===== src/afsl_pkg.sv =====
// Package for the automatic fan speed loop: register map, reset values,
// field positions, timing constants and carrier structs.
// Assumes a single 125 MHz system clock and a synchronous active-high reset.
package afsl_pkg;

  // Register offsets
  localparam logic [7:0] MAIN_CONFIGURATION_OFFSET  = 8'h00;
  localparam logic [7:0] FAN_CHARACTERISTICS_OFFSET = 8'h20;
  localparam logic [7:0] MIN_SPEED_OFFSET           = 8'h22;
  localparam logic [7:0] LOCAL_PARAM_OFFSET         = 8'h24;
  localparam logic [7:0] REMOTE_PARAM_OFFSET        = 8'h25;
  localparam logic [7:0] LOOP_STATUS_OFFSET         = 8'h26;

  // Reset values
  localparam logic [7:0] MAIN_CONFIGURATION_RESET  = 8'h80;
  localparam logic [7:0] FAN_CHARACTERISTICS_RESET = 8'h1D;
  localparam logic [7:0] MIN_SPEED_RESET           = 8'h05;
  localparam logic [7:0] LOCAL_PARAM_RESET         = 8'h40;
  localparam logic [7:0] REMOTE_PARAM_RESET        = 8'h60;

  // Field positions
  localparam int AUTO_MODE_BIT   = 7;
  localparam int CHAN_SEL_HI     = 6;
  localparam int CHAN_SEL_LO     = 5;
  localparam int SPIN_CODE_HI    = 2;
  localparam int FAN_ON_TEMP_HI  = 7;
  localparam int FAN_ON_TEMP_LO  = 3;
  localparam int SPAN_CODE_HI    = 2;
  localparam int MIN_CODE_HI     = 3;
  localparam int STATUS_SPIN_BIT = 4;
  localparam int STATUS_ON_BIT   = 5;

  localparam logic [1:0] CHAN_SEL_FASTEST = 2'h3;
  localparam logic [2:0] SPAN_CODE_MAX    = 3'h4;
  localparam logic [3:0] DUTY_FULL        = 4'hF;
  localparam logic [3:0] DUTY_OFF         = 4'h0;

  // Hysteresis below the fan-on temperature, degrees C
  localparam int HYSTERESIS_DEG = 5;

  // Spin-up timing: table entries are multiples of one 200 ms unit
  localparam int SPIN_UNIT_MS     = 200;
  localparam int CLK_MHZ          = 125;
  localparam int SPIN_UNIT_CYCLES = SPIN_UNIT_MS * 1000 * CLK_MHZ;
  localparam int SPIN_PRE_W       = 25;
  localparam int SPIN_UNITS_W     = 6;

  // PWM frame: 15 slots, each PWM_SLOT_CYCLES long
  localparam int          PWM_SLOT_CYCLES = 256;
  localparam logic [3:0]  PWM_LAST_SLOT   = 4'hE;
  localparam logic [7:0]  PWM_SLOT_LAST   = 8'hFF;

  typedef struct packed {
    logic       wr;
    logic       rd;
    logic [7:0] addr;
    logic [7:0] wdata;
  } afsl_reg_req_type;

  typedef struct packed {
    logic             valid;
    logic signed [7:0] local_temp;
    logic signed [7:0] remote_temp;
  } afsl_temps_type;

  typedef struct packed {
    logic       running;
    logic [3:0] duty;
  } afsl_loop_state_type;

endpackage


===== src/afsl_loop.sv =====
// One temperature control loop: on/off with hysteresis and linear duty.
// Assumes temp is whole degrees C, two's complement, updated on sample.
`timescale 1ns/100ps
`default_nettype none
module afsl_loop (
  input  wire logic              clk_sys,
  input  wire logic              rst,
  input  wire logic              sample,
  input  wire logic signed [7:0] temp,
  input  wire logic [7:0]        param,
  input  wire logic [3:0]        min_code,
  output logic                   running,
  output logic [3:0]             duty
);

  afsl_pkg::afsl_loop_state_type state_reg;
  afsl_pkg::afsl_loop_state_type state_next;

  logic signed [9:0] delta;
  logic [6:0]        fan_on_temp;
  logic [2:0]        span_code;
  logic [10:0]       steps;
  logic [10:0]       sum;
  logic [3:0]        calc;

  always_comb
  begin
    // Field times four gives degrees
    fan_on_temp = {param[afsl_pkg::FAN_ON_TEMP_HI:afsl_pkg::FAN_ON_TEMP_LO], 2'b00};
    span_code   = param[afsl_pkg::SPAN_CODE_HI:0];
    if (span_code > afsl_pkg::SPAN_CODE_MAX)
    begin
      span_code = afsl_pkg::SPAN_CODE_MAX;
    end
    delta = {{2{temp[7]}}, temp} - $signed({3'b000, fan_on_temp});
    // Duty steps of span/10 degrees; curve only shifts with fan-on temp
    if (delta[9])
    begin
      steps = 11'h000;
    end
    else
    begin
      steps = {delta, 1'b0} >> span_code;
    end
    sum = {7'h00, min_code} + steps;
    // Clamp at full duty; full speed point is fan-on temp plus (15 - min_code) steps of span/10
    calc = (sum > 11'(afsl_pkg::DUTY_FULL)) ? afsl_pkg::DUTY_FULL : sum[3:0];
    state_next = state_reg;
    if (sample)
    begin
      if (state_reg.running)
      begin
        state_next.running = (delta > -10'(afsl_pkg::HYSTERESIS_DEG));
      end
      else
      begin
        state_next.running = !delta[9] && (delta != 10'h000);
      end
      state_next.duty = state_next.running ? calc : afsl_pkg::DUTY_OFF;
    end
  end

  always_ff @(posedge clk_sys)
  begin
    if (rst)
    begin
      state_reg <= '0;
    end
    else
    begin
      state_reg <= state_next;
    end
  end

  assign running = state_reg.running;
  assign duty    = state_reg.duty;

endmodule
`default_nettype wire


===== src/afsl_top.sv =====
// Automatic fan speed loop: registers, two channel loops, spin-up, PWM.
// Assumes register strobes and temperature samples are synchronous to clk_sys.
// Operation
// - Fan stays off until above fan-on temperature
// - Spin-up phase runs whenever fan switches on
// - Duty rises to full at full-speed temperature
// - Full-speed temperature derived, never a register
// - Fan stops five degrees below fan-on temperature
// - Fan-on temperature settable in four-degree steps
// - Fan-on temperature shifts curve, span sets slope
// - Minimum running duty defaults to one third
// - Spin-up time from fan characteristics bits 2:0
// - Configuration bit 7 selects automatic control
// - Automatic mode active straight after reset
// - Select 00 lets remote loop alone drive
// - Select 11 drives the larger loop duty
// - Local and remote loops programmed independently
// - Fan-on temperature in parameter bits 7:3
// - Control span codes in parameter bits 2:0
// - Minimum duty code from register 0x22 bits
// - Duty rises linearly by span over ten
`timescale 1ns/100ps
`default_nettype none
module afsl_top #(
  parameter int unsigned SPIN_UNIT_CYCLES = afsl_pkg::SPIN_UNIT_CYCLES
) (
  input  wire logic                      clk_sys,
  input  wire logic                      rst,
  input  wire afsl_pkg::afsl_reg_req_type reg_req,
  output logic [7:0]                     reg_rdata,
  input  wire afsl_pkg::afsl_temps_type   temps,
  output logic                           fan_pwm,
  output logic [3:0]                     duty_code,
  output logic                           fan_running
);

  typedef struct packed {
    logic [7:0]                        main_configuration;
    logic [7:0]                        fan_characteristics;
    logic [7:0]                        min_speed;
    logic [7:0]                        local_param;
    logic [7:0]                        remote_param;
    logic [7:0]                        rdata;
    logic                              fan_on_prev;
    logic                              spinning;
    logic [afsl_pkg::SPIN_PRE_W-1:0]   spin_pre;
    logic [afsl_pkg::SPIN_UNITS_W-1:0] spin_units;
    logic [3:0]                        duty;
    logic [3:0]                        slot;
    logic [7:0]                        slot_pre;
    logic                              pwm;
  } afsl_top_state_type;

  afsl_top_state_type state_reg;
  afsl_top_state_type state_next;

  logic [1:0] loop_running;
  logic [3:0] loop_duty [2];
  logic [7:0] loop_param [2];
  logic       auto_mode;
  logic       fastest;
  logic       fan_on;
  logic [3:0] active_duty;
  logic [3:0] min_code;

  // Spin-up length in 200 ms units
  function automatic logic [afsl_pkg::SPIN_UNITS_W-1:0] spin_units_of(input logic [2:0] code);
    case (code)
      3'h0:    spin_units_of = 6'h01;
      3'h1:    spin_units_of = 6'h02;
      3'h2:    spin_units_of = 6'h03;
      3'h3:    spin_units_of = 6'h04;
      3'h4:    spin_units_of = 6'h05;
      3'h5:    spin_units_of = 6'h0A;
      3'h6:    spin_units_of = 6'h14;
      3'h7:    spin_units_of = 6'h28;
      default: spin_units_of = 6'h0A;
    endcase
  endfunction

  assign loop_param[0] = state_reg.local_param;
  assign loop_param[1] = state_reg.remote_param;
  assign min_code      = state_reg.min_speed[afsl_pkg::MIN_CODE_HI:0];

  // Index 0 local, index 1 remote
  genvar gi;
  generate
    for (gi = 0; gi < 2; gi++)
    begin : g_loop
      afsl_loop u_loop (
        .clk_sys  (clk_sys),
        .rst      (rst),
        .sample   (temps.valid),
        .temp     ((gi == 0) ? temps.local_temp : temps.remote_temp),
        .param    (loop_param[gi]),
        .min_code (min_code),
        .running  (loop_running[gi]),
        .duty     (loop_duty[gi])
      );
    end
  endgenerate

  always_comb
  begin
    auto_mode = state_reg.main_configuration[afsl_pkg::AUTO_MODE_BIT];
    fastest   = state_reg.main_configuration[afsl_pkg::CHAN_SEL_HI:afsl_pkg::CHAN_SEL_LO]
                == afsl_pkg::CHAN_SEL_FASTEST;
    // Unlisted select codes fall back to the remote loop
    if (fastest)
    begin
      fan_on      = loop_running[0] || loop_running[1];
      active_duty = (loop_duty[0] > loop_duty[1]) ? loop_duty[0] : loop_duty[1];
    end
    else
    begin
      fan_on      = loop_running[1];
      active_duty = loop_duty[1];
    end
    fan_on = fan_on && auto_mode;

    state_next = state_reg;

    // Register writes at their documented offsets
    if (reg_req.wr)
    begin
      case (reg_req.addr)
        afsl_pkg::MAIN_CONFIGURATION_OFFSET:  state_next.main_configuration  = reg_req.wdata;
        afsl_pkg::FAN_CHARACTERISTICS_OFFSET: state_next.fan_characteristics = reg_req.wdata;
        afsl_pkg::MIN_SPEED_OFFSET:           state_next.min_speed           = reg_req.wdata;
        afsl_pkg::LOCAL_PARAM_OFFSET:         state_next.local_param         = reg_req.wdata;
        afsl_pkg::REMOTE_PARAM_OFFSET:        state_next.remote_param        = reg_req.wdata;
        default:                              state_next.rdata               = state_reg.rdata;
      endcase
    end

    // Read data registered; unmapped addresses read zero
    if (reg_req.rd)
    begin
      case (reg_req.addr)
        afsl_pkg::MAIN_CONFIGURATION_OFFSET:  state_next.rdata = state_reg.main_configuration;
        afsl_pkg::FAN_CHARACTERISTICS_OFFSET: state_next.rdata = state_reg.fan_characteristics;
        afsl_pkg::MIN_SPEED_OFFSET:           state_next.rdata = state_reg.min_speed;
        afsl_pkg::LOCAL_PARAM_OFFSET:         state_next.rdata = state_reg.local_param;
        afsl_pkg::REMOTE_PARAM_OFFSET:        state_next.rdata = state_reg.remote_param;
        afsl_pkg::LOOP_STATUS_OFFSET:
        begin
          state_next.rdata                            = {4'h0, state_reg.duty};
          state_next.rdata[afsl_pkg::STATUS_SPIN_BIT] = state_reg.spinning;
          state_next.rdata[afsl_pkg::STATUS_ON_BIT]   = state_reg.fan_on_prev;
        end
        default:                              state_next.rdata = 8'h00;
      endcase
    end

    // Spin-up sequencing on each off-to-on transition
    state_next.fan_on_prev = fan_on;
    if (!fan_on)
    begin
      state_next.spinning = 1'b0;
    end
    else if (!state_reg.fan_on_prev)
    begin
      state_next.spinning   = 1'b1;
      state_next.spin_pre   = '0;
      state_next.spin_units = spin_units_of(
                                state_reg.fan_characteristics[afsl_pkg::SPIN_CODE_HI:0]);
    end
    else if (state_reg.spinning)
    begin
      if (state_reg.spin_pre == afsl_pkg::SPIN_PRE_W'(SPIN_UNIT_CYCLES - 1))
      begin
        state_next.spin_pre = '0;
        if (state_reg.spin_units == afsl_pkg::SPIN_UNITS_W'(1))
        begin
          state_next.spinning = 1'b0;
        end
        else
        begin
          state_next.spin_units = state_reg.spin_units - 1'b1;
        end
      end
      else
      begin
        state_next.spin_pre = state_reg.spin_pre + 1'b1;
      end
    end

    // Duty selection; software mode runs at the programmed code
    if (!auto_mode)
    begin
      state_next.duty = min_code;
    end
    else if (!fan_on)
    begin
      state_next.duty = afsl_pkg::DUTY_OFF;
    end
    else if (state_next.spinning)
    begin
      state_next.duty = afsl_pkg::DUTY_FULL;
    end
    else
    begin
      state_next.duty = active_duty;
    end

    // PWM frame of 15 slots so code 15 gives 100 percent
    if (state_reg.slot_pre == afsl_pkg::PWM_SLOT_LAST)
    begin
      state_next.slot_pre = 8'h00;
      state_next.slot     = (state_reg.slot == afsl_pkg::PWM_LAST_SLOT) ? 4'h0
                                                                        : state_reg.slot + 1'b1;
    end
    else
    begin
      state_next.slot_pre = state_reg.slot_pre + 1'b1;
    end
    state_next.pwm = state_reg.slot < state_reg.duty;
  end

  always_ff @(posedge clk_sys)
  begin
    if (rst)
    begin
      state_reg                     <= '0;
      state_reg.main_configuration  <= afsl_pkg::MAIN_CONFIGURATION_RESET;
      state_reg.fan_characteristics <= afsl_pkg::FAN_CHARACTERISTICS_RESET;
      state_reg.min_speed           <= afsl_pkg::MIN_SPEED_RESET;
      state_reg.local_param         <= afsl_pkg::LOCAL_PARAM_RESET;
      state_reg.remote_param        <= afsl_pkg::REMOTE_PARAM_RESET;
    end
    else
    begin
      state_reg <= state_next;
    end
  end

  assign reg_rdata   = state_reg.rdata;
  assign fan_pwm     = state_reg.pwm;
  assign duty_code   = state_reg.duty;
  assign fan_running = state_reg.fan_on_prev;

endmodule
`default_nettype wire


===== config.mk =====
export PLATFORM = sky130hd
export DESIGN_NAME = afsl_top
export DESIGN_NICKNAME = d
export VERILOG_FILES = /design/src/afsl_pkg.sv /design/src/afsl_loop.sv /design/src/afsl_top.sv
export SDC_FILE = /design/constraint.sdc
export NUM_CORES = 1
export LEC_CHECK = 0
export BUFFER_PORTS_ARGS = -buffer_cell sky130_fd_sc_hd__buf_2
export CAP_MARGIN = 10
export CORE_AREA = 2 2 162 85
export DETAILED_ROUTE_END_ITERATION = 7
export DIE_AREA = 0 0 164 87
export GPL_TIMING_DRIVEN = 0
export PLACE_DENSITY_LB_ADDON = 0.15
export SYNTH_ARGS = -nofsm -noshare
export SYNTH_HDL_FRONTEND = slang
export SYNTH_SLANG_ARGS = --single-unit

===== constraint.sdc =====
create_clock -name clk_sys -period 3.8 [get_ports clk_sys]
set_input_delay 0.57 -clock clk_sys [delete_from_list [all_inputs] [get_ports clk_sys]]
set_output_delay 0.57 -clock clk_sys [all_outputs]
set_load 0.1 [all_outputs]

==> results.py <==
metrics = {
    "setup_path": {
        "cp-startpoint": "loop_param[3]",
        "critPathBufInv": 3,
        "crit_slowest_cell": "or4b_4",
        "cp_max_fo": 8,
        "crit_path_max_incr_delay_ns": 0.49,
        "criticalPathCategory": "reg2reg",
        "worstReg2RegEnd": "g_loop[1].u_loop.duty[0]",
        "endpoint_kind": "flop",
        "crit_required_ns": 4.08,
        "cp.depth": 15,
        "cp-endpoint": "g_loop[1].u_loop.duty[0]",
        "critPathTopFamily": "compound AO/OA/AOI/OAI gates",
        "start_kind": "flop",
        "cp.arrival_ns": 3.87,
        "rr_worst_depth": 15,
        "r2r_start": "loop_param[3]",
        "cp_cell_sequence": "ha_1, inv_1, fa_2, a211oi_4, o21ai_1, and2b_1, buf_6, o211ai_1, inv_1, ha_1, a21o_1, a21oi_2, or4b_4, a211oi_4, a31oi_1",
        "reg2reg_slack_ns": 0.21,
    },
    "routing": {
        "drc": 0,
        "wl_um": 20910,
        "drt-initial-drc-count": 829,
        "vias": 6730,
        "ant_nets": 0,
        "post_drt_wl_per_cell_um": 18.85,
        "via_per_inst": 6.069,
        "firstDrtPassIters": 7,
    },
    "clocking": {
        "insertion_delay_ns": 0.42,
        "clkTransAtPathRegs_ns": 0.06,
        "cts.sinks": 114,
        "cts.path.max_buffers": 2,
        "cts_buffers": 17,
        "clock-root-buffer": "clkbuf_16",
        "ctsHoldBuffers": 0,
        "htreeDepth": 4,
        "tritoncts": "done",
    },
    "grt": {
        "grt_antenna_before_repair": 0,
        "grt_usage": 0.3028,
        "grt_pass1_vias": 5980,
        "overflow": 0,
        "grt_pass1_wl_um": 33030,
        "grt_max_degree": 17,
    },
    "floorplan": {
        "rows": 30,
        "die_w_um": 164,
        "ios": 51,
        "core_sq_um": 13030,
        "die_h_um": 87,
        "dieArea_sq_um": 14270,
        "start_util": 0.5289,
    },
    "pwr": {
        "leakagePower_nw": 3.171,
        "p_sw_w": 0.0008097,
        "seqPwrFrac": 0.366,
        "p_per_area_nw_per_um2": 415.1,
        "ir_worst_vdd_mv": 0.2579,
        "p_int_w": 0.002532,
        "swShare": 0.2423,
        "p_clk_frac": 0.541,
        "pwr-share-comb": 0.093,
    },
    "layout": {
        "instances_no_fill": 1109,
        "final_area_sq_um": 8050,
        "fin_util": 0.6181,
        "diodes": 0,
        "fillCellCount": 1099,
        "syn2layout_area_growth_pct": 16.85,
        "layout-drive-gt1-share": 0.1479,
        "final_nets": 993,
        "layout_commonest_cell": "dfxtp_1",
        "largest_reg_flops": 63,
        "layout_common_cells": "dfxtp_1, nor2_1, nand2_1, a21oi_1, buf_2",
    },
    "flow_run": {
        "timing.max_cap.violations": 0,
    },
    "timing": {
        "rsz0062_at_grt": "false",
        "setup_tns_ns": 0,
        "setup_violations": 0,
        "finalMaxSlewViolations": 0,
        "slew_headroom": 0.4562,
        "hold_violations": 0,
        "layout_min_cycle_time_ns": 3.589,
        "timing.fmax_mhz": 278.6,
        "layout_setup_ws_ns": 0.2109,
        "fin_crit_sh": 0.9445,
        "finClkSkew_ns": 0.01240,
        "tightest_slew_ns": 0.8095,
    },
    "synth": {
        "synthAdderAreaFrac": 0.06974,
        "netlist_area_sq_um": 6889,
        "synth_top_cell_by_area": "dfxtp_1",
        "synth_cell_type_count": 84,
        "yosysSeqAreaShare": 0.3313,
        "synth_compound_area_frac": 0.2060,
        "synth_flop_cell": "dfxtp_1",
        "synthArstFlopShare": 0,
        "ys_warn_count": 0,
        "synth_simple_gate_area_share": 0.2390,
        "synth_area_leaders": "dfxtp_1, ha_1, nor2_1",
        "muxShareOfSynthArea": 0.05340,
        "synth_edf_count": 0,
        "synth_top_area_frac": 0.3313,
        "synth_cells": 852,
        "syn_avg_cell_area_sq_um": 8.086,
        "synth_xor_area_frac": 0.03977,
        "synth_fp_nets": 925,
        "ys_seq_elements": 114,
        "synth_top_family_by_area": "simple AND/OR/NAND/NOR gates",
    },
    "placed_design": {
        "place_ws_ns": -0.2836,
        "post_dp_cell_area_sq_um": 7350,
        "dpl.cell_count": 1076,
        "routabilityCongestion": 1.014,
        "post-dp-hpwl_um": 15880,
        "portBuffers": 48,
    },
    "hold_path": {
        "worstHoldStart": "state_reg[90]",
        "hold_path_class": "reg2reg",
    },
    "run_status": {
        "status": "finished, final reports clean",
    },
}
==> how the worst min path moves through the flow <==
| stage | end | cells past startpoint |
|---|---|---|
| 2_1_floorplan | state_reg[1] | 1 |
| 3_5_place_dp | state_reg[91] | 2 |
| 5_1_grt | state_reg[84] | 3 |
| 4_1_cts | state_reg[84] | 3 |
| 6_report | state_reg[90] | 2 |
| 3_3_place_gp | state_reg[93] | 2 |
==> power groups by stage <==
stage / registers [W] / clock network [W] / logic [W]
floorplan: 0.00125 / 0 / 0.000203
global placement: 0.00125 / 0 / 0.000290
detailed placement: 0.00125 / 0 / 0.000298
CTS: 0.00122 / 0.00182 / 0.000302
global route: 0.00122 / 0.00187 / 0.000334
finish: 0.00122 / 0.00181 / 0.000311
==> stage by stage <==
stage | total power, W | hold WS [ns]
after floorplan | 0.001450 | 0.4299
after global placement | 0.001538 | 0.4434
after detailed placement | 0.001546 | 0.4512
after CTS | 0.003345 | 0.4444
after global routing | 0.003428 | 0.4778
final | 0.003342 | 0.4593
==> Yosys cell counts (3+ instances only) <==
library cell	count
dfxtp_1	114
nor2_1	101
nand2_1	86
a21oi_1	59
inv_1	46
nand3_1	41
ha_1	32
mux2i_1	30
clkbuf_1	28
o21ai_0	26
nor3_1	18
o21ai_1	16
a22oi_1	15
a311oi_1	15
a211oi_1	13
xnor2_1	13
and3_1	12
buf_4	12
nand4_1	12
xor2_1	12
a31oi_1	11
nor2b_1	10
a21o_1	8
nand2b_1	8
o211ai_1	8
nand3b_1	7
buf_2	5
a22o_1	4
fa_1	4
nor2_2	4
nor3b_1	4
o211a_1	4
or2_2	4
and2_1	3
nor4_1	3
o22ai_1	3
==> final cells by class <==
cell class | count | area [sq um] | share of cell area
Sequential cell | 114 | 2285 | 0.2838
Tap cell | 176 | 220.2 | 0.02735
Clock inverter | 12 | 202.7 | 0.02518
Inverter | 48 | 180.2 | 0.02238
Multi-Input combinational cell | 642 | 4209 | 0.5228
Buffer | 48 | 239.0 | 0.02969
Clock buffer | 20 | 466.7 | 0.05797
Timing Repair Buffer | 49 | 247.7 | 0.03077
==> cell families after synthesis <==
family                     after synthesis
and+or+nand+nor                        336
adders and majority gates               36
buffers and inverters                   96
DFF                                    114
muxes                                   34
xor gates and xnor gates                27
AOI/OAI and AO/OA                      209
==> routing by layer <==
metal	vias to the layer above	global-route usage	share of wire
li1	3179	-	-
met1	3159	0.4795	0.49
met2	360	0.4053	0.39
met3	32	0.07663	0.12
met4	0	0.05981	0.0096
met5	-	0	0
==> timing repair <==
action / in CTS / in global routing
buffers inserted: 1 / 0
pin swaps: 1 / 1
gates resized for setup: 3 / 3
setup endpoints to repair: 4 / 4
==> tightest hold or removal path, stage by stage, from the launching register on <==
cell	delay, ns
dfxtp_1	0.31
nand2_1	0.05
a21oi_1	0.05
Power figures use the tool's default switching activity.
